--- src/logic/sirs_pkg.sv ---
// Constants, types and register map for the settle/ramp/speed-select block.
// Summary of operation
// - Deviation unit: 0 scaled, 1 raw pulses.
// - Chosen unit applies to monitor and range.
// - Zero deviation when |deviation| within range.
// - Zero speed when speed within range.
// - Settled needs zero deviation and zero speed.
// - Homing also needs buffered pulses drained.
// - Condition must persist for judgment time.
// - Output format: level or single pulse.
// - Format change takes effect after reset.
// - Pulse stays on for pulse time.
// - Ramp time means 0 to 2000 r/min.
// - Select off: set 1; on: set 2.
// - Select change applies immediately.
// - No ramps under pulse train operation.
// - Analog variant speed ramp needs enable.
// - Internal position moves always use ramps.
// - Torque speed limit follows speed rules.
// - Profile operation uses selected ramps.
// - Zero entry ramp uses selected ramps.
// - Step code 0 word, 1-7 feed speeds.
// - Feed speed defaults 100, 500, 1000, 100.
// - Analog speed/position uses command word 12.
// - Analog torque limit: max or word 12.
// - Positioning variant uses command word 10.
package sirs_pkg;
    localparam int CLK_PERIOD_NS = 8;
    localparam int MS_TIME_NS    = 1_000_000;
    localparam int MS_CYCLES_DEF = MS_TIME_NS / CLK_PERIOD_NS;
    localparam logic [7:0] A_CTRL   = 8'h00;
    localparam logic [7:0] A_RANGE  = 8'h04;
    localparam logic [7:0] A_PULSE  = 8'h08;
    localparam logic [7:0] A_JUDGE  = 8'h0C;
    localparam logic [7:0] A_RAMP0  = 8'h10;
    localparam logic [7:0] A_ZSPD   = 8'h20;
    localparam logic [7:0] A_FEED1  = 8'h24;
    localparam logic [7:0] A_TQMAX  = 8'h40;
    localparam logic [7:0] A_STATUS = 8'h44;
    localparam logic [7:0] A_DEVMON = 8'h48;
    localparam logic [17:0] RANGE_RST = 18'h0_0064;
    localparam logic [9:0]  PULSE_RST = 10'h014;
    localparam logic [9:0]  JUDGE_RST = 10'h000;
    // Ramp times in 0.1 ms steps.
    localparam logic [19:0] RAMP1_RST = 20'h0_03E8;
    localparam logic [19:0] RAMP2_RST = 20'h0_1388;
    // Speeds in 0.01 r/min steps.
    localparam logic [31:0] ZSPD_RST  = 32'h0000_1388;
    localparam logic [31:0] FEED_LO   = 32'h0000_2710;
    localparam logic [31:0] FEED_MID  = 32'h0000_C350;
    localparam logic [31:0] FEED_HI   = 32'h0001_86A0;
    localparam logic [31:0] TQMAX_RST = 32'h0007_A120;
    typedef struct packed {
        logic torque_limit_source;
        logic speed_ramp_enable;
        logic settled_output_format;
        logic deviation_unit_setting;
    } sirs_ctrl_s;
    typedef struct packed {
        logic [19:0] accel;
        logic [19:0] decel;
    } sirs_ramp_s;
    typedef enum logic [4:0] {
        MODE_INTPOS  = 5'h01,
        MODE_SPEED   = 5'h02,
        MODE_TORQUE  = 5'h04,
        MODE_PROFILE = 5'h08,
        MODE_PULSE   = 5'h10
    } sirs_mode_e;
    typedef enum logic [1:0] {
        SO_IDLE  = 2'h1,
        SO_PULSE = 2'h2
    } sirs_so_e;
endpackage

--- src/logic/sirs_top.sv ---
// Position-settled qualifier, ramp set selector and manual speed selector.
//
// Implementation choices: the APB slave port and the address map.
`timescale 1ns/1ps
module sirs_top
    import sirs_pkg::*;
#(
    parameter int MS_CYCLES = MS_CYCLES_DEF
) (
    // Clock and reset.
    input  wire logic        pclk,
    input  wire logic        presetn,
    // APB slave.
    input  wire logic        psel,
    input  wire logic        penable,
    input  wire logic        pwrite,
    input  wire logic [7:0]  paddr,
    input  wire logic [31:0] pwdata,
    output logic [31:0]      prdata,
    output logic             pready,
    output logic             pslverr,
    // Motion state from the servo loops.
    input  wire logic [31:0] dev_scaled,
    input  wire logic [31:0] dev_pulse,
    input  wire logic [31:0] motor_speed,
    input  wire logic        homing,
    input  wire logic        cmd_buffer_empty,
    input  wire sirs_mode_e  op_mode,
    input  wire logic        analog_command_variant,
    input  wire sirs_ramp_s  entry_ramp,
    // Select pins from the host.
    input  wire logic        ramp_set_select,
    input  wire logic        speed_step_sel_0,
    input  wire logic        speed_step_sel_1,
    input  wire logic        speed_step_sel_2,
    // Cyclic command words.
    input  wire logic [31:0] cmd_word_10,
    input  wire logic [31:0] cmd_word_12,
    // Results.
    output logic             position_settled_out,
    output logic             zero_deviation_out,
    output logic             zero_speed_out,
    output sirs_ramp_s       ramp_time,
    output logic [31:0]      speed_command,
    output logic [31:0]      deviation_monitor
);
    sirs_ctrl_s  ctrl;
    logic [17:0] range_set;
    logic [9:0]  pulse_set;
    logic [9:0]  judge_set;
    sirs_ramp_s  ramp1;
    sirs_ramp_s  ramp2;
    logic [31:0] zspd_set;
    logic [31:0] tqmax_set;
    logic [31:0] feed [1:7];
    logic        fmt_pulse;
    logic        fmt_loaded;

    // Pin synchronisers: three stages, accepted when the last two agree.
    logic [3:0] pin_raw;
    logic [3:0] s1;
    logic [3:0] s2;
    logic [3:0] s3;
    logic [3:0] pin;
    assign pin_raw = {speed_step_sel_2, speed_step_sel_1,
                      speed_step_sel_0, ramp_set_select};
    genvar gi;
    generate
        for (gi = 0; gi < 4; gi++) begin : g_sync
            always_ff @(posedge pclk or negedge presetn) begin
                if (!presetn) begin
                    s1[gi]  <= 1'b0;
                    s2[gi]  <= 1'b0;
                    s3[gi]  <= 1'b0;
                    pin[gi] <= 1'b0;
                end else begin
                    s1[gi] <= pin_raw[gi];
                    s2[gi] <= s1[gi];
                    s3[gi] <= s2[gi];
                    if (s2[gi] == s3[gi]) begin
                        pin[gi] <= s3[gi];
                    end
                end
            end
        end
    endgenerate

    // Bus decode. Reads are captured in the setup cycle, so every
    // access completes with no wait state.
    logic       setup;
    logic       wr;
    logic       feed_hit;
    logic [2:0] feed_idx;
    logic       hit;
    logic [7:0] feed_off;
    assign setup    = psel && !penable;
    assign wr       = psel && penable && pwrite;
    assign feed_off = paddr - A_FEED1;
    assign feed_idx = feed_off[4:2] + 3'h1;
    assign feed_hit = (paddr >= A_FEED1) && (paddr < A_TQMAX)
                      && (paddr[1:0] == 2'h0);
    assign hit = feed_hit || paddr inside {A_CTRL, A_RANGE, A_PULSE,
                 A_JUDGE, A_RAMP0, A_RAMP0 + 8'h04, A_RAMP0 + 8'h08,
                 A_RAMP0 + 8'h0C, A_ZSPD, A_TQMAX, A_STATUS, A_DEVMON};
    assign pready  = 1'b1;
    assign pslverr = psel && penable && !hit;

    logic qual;
    logic judged;
    logic zdev;
    logic zspd;
    logic [31:0] status_word;
    logic [31:0] rd_mux;
    assign status_word = {26'h000_0000, fmt_loaded, fmt_pulse, judged,
                          zspd, zdev, position_settled_out};
    always_comb begin
        rd_mux = 32'h0000_0000;
        if (feed_hit) begin
            rd_mux = feed[feed_idx];
        end else begin
            case (paddr)
                A_CTRL:           rd_mux = {28'h000_0000, ctrl};
                A_RANGE:          rd_mux = {14'h0000, range_set};
                A_PULSE:          rd_mux = {22'h00_0000, pulse_set};
                A_JUDGE:          rd_mux = {22'h00_0000, judge_set};
                A_RAMP0:          rd_mux = {12'h000, ramp1.accel};
                A_RAMP0 + 8'h04:  rd_mux = {12'h000, ramp1.decel};
                A_RAMP0 + 8'h08:  rd_mux = {12'h000, ramp2.accel};
                A_RAMP0 + 8'h0C:  rd_mux = {12'h000, ramp2.decel};
                A_ZSPD:           rd_mux = zspd_set;
                A_TQMAX:          rd_mux = tqmax_set;
                A_STATUS:         rd_mux = status_word;
                A_DEVMON:         rd_mux = deviation_monitor;
                default:          rd_mux = 32'h0000_0000;
            endcase
        end
    end
    always_ff @(posedge pclk or negedge presetn) begin
        if (!presetn) begin
            prdata <= 32'h0000_0000;
        end else if (setup) begin
            prdata <= rd_mux;
        end
    end

    always_ff @(posedge pclk or negedge presetn) begin
        if (!presetn) begin
            ctrl      <= '0;
            range_set <= RANGE_RST;
            pulse_set <= PULSE_RST;
            judge_set <= JUDGE_RST;
            ramp1     <= {RAMP1_RST, RAMP1_RST};
            ramp2     <= {RAMP2_RST, RAMP2_RST};
            zspd_set  <= ZSPD_RST;
            tqmax_set <= TQMAX_RST;
            feed[1]   <= FEED_LO;
            feed[2]   <= FEED_MID;
            feed[3]   <= FEED_HI;
            for (int i = 4; i <= 7; i++) begin
                feed[i] <= FEED_LO;
            end
        end else if (wr) begin
            if (feed_hit) begin
                feed[feed_idx] <= pwdata;
            end
            case (paddr)
                A_CTRL:          ctrl <= pwdata[3:0];
                A_RANGE:         range_set <= pwdata[17:0];
                A_PULSE:         pulse_set <= pwdata[9:0];
                A_JUDGE:         judge_set <= pwdata[9:0];
                A_RAMP0:         ramp1.accel <= pwdata[19:0];
                A_RAMP0 + 8'h04: ramp1.decel <= pwdata[19:0];
                A_RAMP0 + 8'h08: ramp2.accel <= pwdata[19:0];
                A_RAMP0 + 8'h0C: ramp2.decel <= pwdata[19:0];
                A_ZSPD:          zspd_set <= pwdata;
                A_TQMAX:         tqmax_set <= pwdata;
                default:         ;
            endcase
        end
    end

    // The chosen format is kept through presetn, as a setting survives a power
    // cycle. Only the copy taken after reset drives the output, so a write
    // never changes the output format while running.
    sirs_ctrl_s wr_ctrl;
    logic       ctrl_wr;
    logic       fmt_keep = 1'b0;
    assign wr_ctrl = pwdata[3:0];
    assign ctrl_wr = wr && (paddr == A_CTRL);
    always_ff @(posedge pclk) begin
        if (ctrl_wr) begin
            fmt_keep <= wr_ctrl.settled_output_format;
        end
    end

    // The output format is taken once, in the first cycle after reset,
    // so a later write only shows after the next reset.
    always_ff @(posedge pclk or negedge presetn) begin
        if (!presetn) begin
            fmt_loaded <= 1'b0;
            fmt_pulse  <= 1'b0;
        end else if (!fmt_loaded) begin
            fmt_loaded <= 1'b1;
            fmt_pulse  <= fmt_keep;
        end
    end

    // Deviation and speed windows.
    logic [31:0] dev_sel;
    logic [31:0] dev_abs;
    logic [31:0] spd_abs;
    assign dev_sel = ctrl.deviation_unit_setting ? dev_pulse : dev_scaled;
    assign dev_abs = dev_sel[31] ? 32'(-dev_sel) : dev_sel;
    assign spd_abs = motor_speed[31] ? 32'(-motor_speed) : motor_speed;
    assign zdev = dev_abs <= {14'h0000, range_set};
    assign zspd = spd_abs <= zspd_set;
    assign qual = zdev && zspd && (!homing || cmd_buffer_empty);

    // Judgment timing: the millisecond base restarts with the condition.
    logic [$clog2(MS_CYCLES)-1:0] jsub;
    logic [9:0] jcnt;
    logic       jtick;
    assign jtick  = jsub == ($clog2(MS_CYCLES))'(MS_CYCLES - 1);
    assign judged = qual && (jcnt >= judge_set);
    always_ff @(posedge pclk or negedge presetn) begin
        if (!presetn) begin
            jsub <= '0;
            jcnt <= '0;
        end else if (!qual) begin
            jsub <= '0;
            jcnt <= '0;
        end else begin
            jsub <= jtick ? '0 : jsub + 1'b1;
            if (jtick && jcnt < judge_set) begin
                jcnt <= jcnt + 10'h001;
            end
        end
    end

    // Single-pulse sequencer.
    sirs_so_e   so_st;
    sirs_so_e   next_so_st;
    logic       judged_q;
    logic       rise;
    logic [9:0] pcnt;
    logic [$clog2(MS_CYCLES)-1:0] psub;
    logic       pdone;
    assign rise  = judged && !judged_q;
    assign pdone = (pcnt <= 10'h001)
                   && (psub == ($clog2(MS_CYCLES))'(MS_CYCLES - 1));
    always_comb begin
        next_so_st = so_st;
        unique case (so_st)
            SO_IDLE:  if (fmt_pulse && rise) next_so_st = SO_PULSE;
            SO_PULSE: if (pdone) next_so_st = SO_IDLE;
        endcase
    end
    always_ff @(posedge pclk or negedge presetn) begin
        if (!presetn) begin
            so_st    <= SO_IDLE;
            judged_q <= 1'b0;
            pcnt     <= '0;
            psub     <= '0;
        end else begin
            so_st    <= next_so_st;
            judged_q <= judged;
            if (so_st == SO_IDLE) begin
                pcnt <= pulse_set;
                psub <= '0;
            end else if (psub == ($clog2(MS_CYCLES))'(MS_CYCLES - 1)) begin
                psub <= '0;
                pcnt <= pcnt - 10'h001;
            end else begin
                psub <= psub + 1'b1;
            end
        end
    end

    always_ff @(posedge pclk or negedge presetn) begin
        if (!presetn) begin
            position_settled_out <= 1'b0;
            zero_deviation_out   <= 1'b0;
            zero_speed_out       <= 1'b0;
            deviation_monitor    <= 32'h0000_0000;
        end else begin
            position_settled_out <= fmt_pulse ? (next_so_st == SO_PULSE)
                                              : judged;
            zero_deviation_out   <= zdev;
            zero_speed_out       <= zspd;
            deviation_monitor    <= dev_sel;
        end
    end

    // Ramp selection. A zero ramp output means no ramp is applied.
    // Ramp times are full-scale figures for 0 to 2000 r/min.
    logic       ramp_on;
    logic       spd_like;
    sirs_ramp_s ramp_sel;
    sirs_ramp_s ramp_use;
    assign spd_like = (op_mode == MODE_SPEED) || (op_mode == MODE_TORQUE);
    assign ramp_on  = (op_mode == MODE_INTPOS) || (op_mode == MODE_PROFILE)
                      || (analog_command_variant && spd_like
                          && ctrl.speed_ramp_enable);
    assign ramp_sel = pin[0] ? ramp2 : ramp1;
    assign ramp_use.accel = (op_mode == MODE_INTPOS && entry_ramp.accel != '0)
                            ? entry_ramp.accel : ramp_sel.accel;
    assign ramp_use.decel = (op_mode == MODE_INTPOS && entry_ramp.decel != '0)
                            ? entry_ramp.decel : ramp_sel.decel;

    // Speed selection.
    logic [2:0]  step;
    logic [31:0] word;
    logic [31:0] spd_next;
    logic [31:0] feed_sel;
    assign step = pin[3:1];
    assign feed_sel = feed[step];
    assign word = analog_command_variant ? cmd_word_12 : cmd_word_10;
    assign spd_next = (analog_command_variant && op_mode == MODE_TORQUE)
                      ? (ctrl.torque_limit_source ? cmd_word_12 : tqmax_set)
                      : ((step == 3'h0) ? word : feed_sel);
    always_ff @(posedge pclk or negedge presetn) begin
        if (!presetn) begin
            ramp_time     <= '0;
            speed_command <= 32'h0000_0000;
        end else begin
            ramp_time     <= (ramp_on && op_mode != MODE_PULSE) ? ramp_use : '0;
            speed_command <= spd_next;
        end
    end
endmodule // sirs_top

--- config.mk ---
export PLATFORM = sky130hd
export DESIGN_NAME = sirs_top
export DESIGN_NICKNAME = d
export VERILOG_FILES = /design/src/logic/sirs_pkg.sv /design/src/logic/sirs_top.sv
export SDC_FILE = /design/constraint.sdc
export NUM_CORES = 1
export LEC_CHECK = 0
export ABC_CLOCK_PERIOD_IN_PS = 6200
export BUFFER_PORTS_ARGS = -buffer_cell sky130_fd_sc_hd__buf_2
export CORE_MARGIN = 1
export CORE_UTILIZATION = 59
export DETAILED_ROUTE_END_ITERATION = 7
export PLACE_DENSITY = 0.81
export RECOVER_POWER = 25
export SETUP_SLACK_MARGIN = 0.02
export SYNTH_ARGS = -nofsm -noshare
export SYNTH_HDL_FRONTEND = slang
export SYNTH_SLANG_ARGS = --single-unit
--- constraint.sdc ---
create_clock -name pclk -period 6.2 [get_ports pclk]
set_clock_uncertainty 0.1 [all_clocks]
set_input_delay 0.31 -clock pclk [delete_from_list [all_inputs] [get_ports pclk]]
set_output_delay 0.31 -clock pclk [all_outputs]
set_load 0.005 [all_outputs]
# --- Yosys cells after proc, flatten, opt, wreduce, memory -nomap -nowiden ---
# Cells that the tools add are included.
op_classes:
  addsub: 8
  n_lt_le_gt_ge: 10
  n_eq_ne: 26
  muxes: 34
  bitwise: 2
  n_reduce_logical: 48
op_table:
  columns: ["cell", "count"]
  rows:
  - ["32-bit 2-to-1 mux", 13]
  - ["32-bit case mux with 12 select lines", 1]
  - ["224-bit bitwise mux", 1]
  - ["32-bit binary-select mux with 3-bit select", 2]
  - ["32-bit demux with 3-bit select", 1]
  - ["40-bit 2-to-1 mux", 2]
  - ["17-bit 2-to-1 mux", 4]
  - ["32-bit negator", 2]
  - ["10-bit 2-to-1 mux", 4]
  - ["20-bit 2-to-1 mux", 2]
  - ["20-bit nonzero test", 2]
  - ["17-bit by 1-bit adder with 17-bit output, second input constant", 2]
  - ["17-bit == test, second input constant", 2]
  - ["8-bit by 5-bit == test with 1-bit output, second input constant", 4]
  - ["32-bit by 18-bit <= comparator with 1-bit output", 1]
  - ["32-bit <= comparator", 1]
  - ["8-bit by 7-bit == test with 1-bit output, second input constant", 3]
  - ["2-bit AND reduction", 11]
  - ["1-bit logical AND", 21]
  - ["8-bit by 4-bit == test with 1-bit output, second input constant", 2]
  - ["12-bit nonzero test", 1]
  - ["10-bit by 1-bit adder with 10-bit output, second input constant", 1]
  - ["10-bit >= comparator", 1]
  - ["10-bit by 1-bit <= comparator with 1-bit output, second input constant", 1]
  - ["other kinds (29)", 43]
word_totals:
  ff_bits: 625
  in_bits: 257
  out_inout_bits: 141
  word_cells: 181

# --- Depth between registers and ports, before layout ---
logic_depth:
  depth_word: 13
  depth_mapped: 21
  mapped_depth_nobuf: 17

# --- Worst setup path after synthesis ---
# OpenSTA, ideal clock, no wires.
synth_path:
  path_kind: "flip-flop to flip-flop"
  startpoint: "register ctrl[0] in the netlist's numbering"
  endpoint: "register jsub[10]"
  setup_ns: 0.071
  t_arrival_ns: 4.934
  required_ns: 6.029
  setup_slack_ns: 1.094
  path_stages_with_launch: 22
  n_path_buf: 6
  synth_period_minus_slack_ns: 5.106
  cell_sequence: "dfrtp_1 buf_2 buf_2 buf_2 buf_1 clkbuf_1 mux2i_1 ha_1 o221ai_1 or4b_4 nand2_1 xnor2_1 ha_1 nand4_1 nor4_1 o2bb2ai_1 a31oi_1 a2111o_1 nor4_4 nand4_2 buf_4 nor2_1"
synth_via:
  elab_chain_len: 7
synth_rtl:
  columns: ["item", "line", "rtl"]
  rows:
  - ["start: declaration", "sirs_top.sv:47", "sirs_ctrl_s ctrl;"]
  - ["start signal: assignment", "sirs_top.sv:167", "A_CTRL: ctrl <= pwdata[3:0];"]
  - ["32-bit 2-to-1 mux (*)", "sirs_top.sv:212", "assign dev_sel = ctrl.deviation_unit_setting ? dev_pulse : dev_scaled;"]
  - ["32-bit negator", "sirs_top.sv:213", "assign dev_abs = dev_sel[31] ? 32'(-dev_sel) : dev_sel;"]
  - ["32-bit 2-to-1 mux (*)", "sirs_top.sv:213", null]
  - ["32-bit by 18-bit <= comparator with 1-bit output (*)", "sirs_top.sv:215", "assign zdev = dev_abs <= {14'h0000, range_set};"]
  - ["1-bit logical AND (*) (2 in a row)", "sirs_top.sv:217", "assign qual = zdev && zspd && (!homing || cmd_buffer_empty);"]
  - ["17-bit 2-to-1 mux (*)", "sirs_top.sv:229", "end else if (!qual) begin"]
  - ["end signal: assignment", "sirs_top.sv:233", "jsub <= jtick ? '0 : jsub + 1'b1;"]
  - ["end: declaration", "sirs_top.sv:220", "logic [$clog2(MS_CYCLES)-1:0] jsub;"]
# Every way passes the cells marked *; elsewhere a longest branch is shown, timed or not.
# A chain may end at the register's enable or synchronous reset.

# --- Final worst setup path ---
layout_path:
  startpoint: "register ctrl[0] in the netlist's numbering"
  endpoint: "register jsub[15]"
# The elaborated chain is that of the path after synthesis.

==> impl_metrics.env <==
export IMPL_cts_buffers=68
export IMPL_synth_area_top_cells="dfrtp_1 (41%), mux2_2 (17%), mux4_2 (6.5%)"
export IMPL_fin_util_pct=71.5
export IMPL_final_period_utilization_pct=89.4
export IMPL_rsz0062_at_grt="false"
export IMPL_start_kind="flop"
export IMPL_hold_class="in -> reg"
export IMPL_die_area_sq_um=57700
export IMPL_worst_slew_pin_slew_ns=3.34
export IMPL_start_util_pct=60.3
export IMPL_synthDominantCellAreaShare_pct=40.9
export IMPL_wl_per_cell_um=28.1
export IMPL_slew_headroom_pct=-123
export IMPL_fp_row_count=86
export IMPL_synth_seq_cells=625
export IMPL_pin_count=398
export IMPL_cts_max_path_buffers=3
export IMPL_endpoint_kind="flop"
export IMPL_peakVddDrop_uv=242
export IMPL_core_sq_um=55500
export IMPL_grt_pass1_wl_mm=170
export IMPL_port_buffers=396
export IMPL_critPathKind="reg -> reg"
export IMPL_first_pass_iters=8
export IMPL_clkLatencyLatePin_ns=0.62
export IMPL_synth_warnings=0
export IMPL_syn_instance_count=2823
export IMPL_cts_root_buf="clkbuf_16"
export IMPL_fin_nets=3612
export IMPL_slowest_stage="dfrtp_1"
export IMPL_fin_crit_ns=5.54
export IMPL_path_cells="buf_4, mux2i_1, inv_1, o21ai_0, xnor2_1, ha_1, nand4_1, nor4_1, o2bb2ai_1, a31oi_1, a2111o_1, nor4_4, nand4_2, nor2_1"
export IMPL_overflow=0
export IMPL_hpwl_mm=79.6
export IMPL_powerDensity_nw_per_um2=240
export IMPL_drive_gt1_share_pct=35.0
export IMPL_track_usage_pct=40.0
export IMPL_outcome="finished, violations left"
export IMPL_yosysUniqueCellTypes=82
export IMPL_synth_edff_count=1
export IMPL_vias=27400
export IMPL_fillers=3954
export IMPL_async_reset_ff_share_pct=99.8
export IMPL_cts_resized_gates=0
export IMPL_final_setup_viol_count=0
export IMPL_drv_slew=208
export IMPL_grt_max_degree=202
export IMPL_max_cap_viol_count=3
export IMPL_area_delta_synth_final_pct=18.6
export IMPL_critPathArrivalTime_ns=5.97
export IMPL_die_width_um=240
export IMPL_synth_avg_cell_area_sq_um=11.9
export IMPL_violations="capacitance limit, slew limit"
export IMPL_syn_area_sq_um=33500
export IMPL_drt_wl_total_mm=115
export IMPL_cts_htree_levels=3
export IMPL_worstPathMaxFanout=53
export IMPL_hold_violations=0
export IMPL_clkSinkCount=625
export IMPL_setup_tns_ns=0
export IMPL_synth_area_leader_cell="dfrtp_1"
export IMPL_synth_ff_type="dfrtp_1"
export IMPL_place_congestion=1.03
export IMPL_p_leak_nw=17.7
export IMPL_fmax_ghz=0.180
export IMPL_drtIter0Drc=3097
export IMPL_max_stage_delay_ns=0.80
export IMPL_antenna_found_initial=14
export IMPL_cts_tree="done"
export IMPL_yosysSeqAreaShare_pct=47.0
export IMPL_path_clk_slew_ns=0.06
export IMPL_postRouteAntennaNets=0
export IMPL_multi_input_comb_area_sq_um=16700
export IMPL_die_h_um=240
export IMPL_required_ns=6.63
export IMPL_drc=0
export IMPL_routed_via_density=6.69
export IMPL_regArea_sq_um=15700
export IMPL_grt_pass1_vias=27700
[state kept, by name, summed over array words and instances (netlist names), 17 cells and up]
name and cells:
tqmax_set 32, zspd_set 32, speed_command 32, prdata 32, range_set 18, ramp1 40
deviation_monitor 32, ramp_time 40, ramp2 40, feed 224, psub 17, jsub 17
[per-layer routing]
layer	share of wire, %	global-route usage [%]
met3	11	11.7
met4	6.8	23.4
met5	0.11	0
met2	46	62.2
met1	36	49.8
[power breakdown]
part	total, mW	internal (mW)	leakage, nW	switching [mW]
Sequential	4.28	4.18	8.25	0.106
Combinational	1.02	0.432	8.32	0.586
Clock	4.21	2.49	1.13	1.71
Total	9.51	7.10	17.7	2.40
[cells in the mapped netlist (all sizes together) (7+ instances only)]
cell    count
dfrtp     547
mux2      497
clkbuf    158
nand2     148
nor2      143
o21ai     142
mux4       96
inv        90
mux2i      88
dfstp      77
ha         72
xnor2      66
a21oi      62
a211oi     48
a22oi      48
buf        40
nand2b     40
nor3       40
a222oi     38
o211ai     38
nand3      34
nand4      30
nor4       30
and3       28
xor2       25
a221oi     21
a22o       18
o31ai      14
or3        13
a31oi      10
nor3b      10
nor4b       8
a21o        7
nor2b       7
[repair_timing]
action	CTS	global route
buffers inserted	0	0
hold buffers	137	0
hold endpoints to repair	288	0
[path summary, 6_finish.rpt]
kind | start | end | slack [ns] | depth (start not counted)
max in group asynchronous | presetn | prdata[2] | 2.16 | 3
worst max register to register | ctrl[0] | jsub[15] | 0.66 | 14
worst min-delay path | entry_ramp[9] | ramp_time[9] | 0.03 | 3
worst max-delay path | ctrl[0] | jsub[15] | 0.66 | 14
worst min register to register | s1[3] | s2[3] | 0.25 | 0
min in group asynchronous | presetn | jsub[6] | 0.20 | 2
[per-stage QoR]
stage | worst slack (ns) | total power, mW | cell area, sq um | hold WS (ns) | std cells
floorplan | 1.09 | 4.80 | 33500 | -0.0856 | 2824
global placement | 0.671 | 5.25 | 36100 | 0.232 | 3824
detailed placement | 0.604 | 5.28 | 36100 | 0.236 | 3824
CTS | 0.941 | 9.51 | 39800 | 0.00689 | 4085
global route | 0.263 | 9.76 | 39700 | 0.0144 | 4088
finish | 0.658 | 9.51 | 39700 | 0.0298 | 4088
[kinds of logic after synthesis]
group | synth area share, %
other | 0.0112
AND/OR/NAND/NOR | 8.78
adder cells (fa/ha/maj) | 2.81
buffers and inverters | 3.28
multiplexers | 25.8
flip-flops | 47.0
AO/OA/AOI/OAI | 9.89
XOR/XNOR | 2.38
[placed cells by master, fill, tap and decap left out, drive strengths merged, types with 40 or more instances in the layout]
cell type    synthesis  routed
dlygate4sd3          0     137
clkbuf             158     194
nand2              148     148
nand2b              40      40
xnor2               66      66
dfstp               77      77
buf                 40     356
ha                  72      72
a22oi               48      48
a211oi              48      48
nor2               143     143
mux2               497     497
o21ai              142     142
dfrtp              547     547
inv                 90      93
a21oi               62      62
mux2i               88      88
nor3                40      40
mux4                96      96
[final cells by class]
cell class / count / area share [%]
Inverter: 90 / 0.851
Multi-Input combinational cell: 1911 / 42.1
Antenna cell: 3 / 0.0189
Sequential cell: 625 / 39.7
Clock buffer: 100 / 5.03
Tap cell: 748 / 2.36
Timing Repair Buffer: 587 / 9.21
Clock inverter: 24 / 0.782
[worst max-delay path: cells and delay by family, from the launching register on]
| family | cells | cell delay [ns] |
|---|---|---|
| DFF | 1 | 0.80 |
| xor gates and xnor gates | 1 | 0.18 |
| AOI/OAI and AO/OA | 4 | 0.94 |
| adders and majority gates | 1 | 0.29 |
| muxes | 1 | 0.18 |
| buffers and inverters | 2 | 1.13 |
| and+or+nand+nor | 5 | 1.80 |
Power figures use the tool's default switching activity.
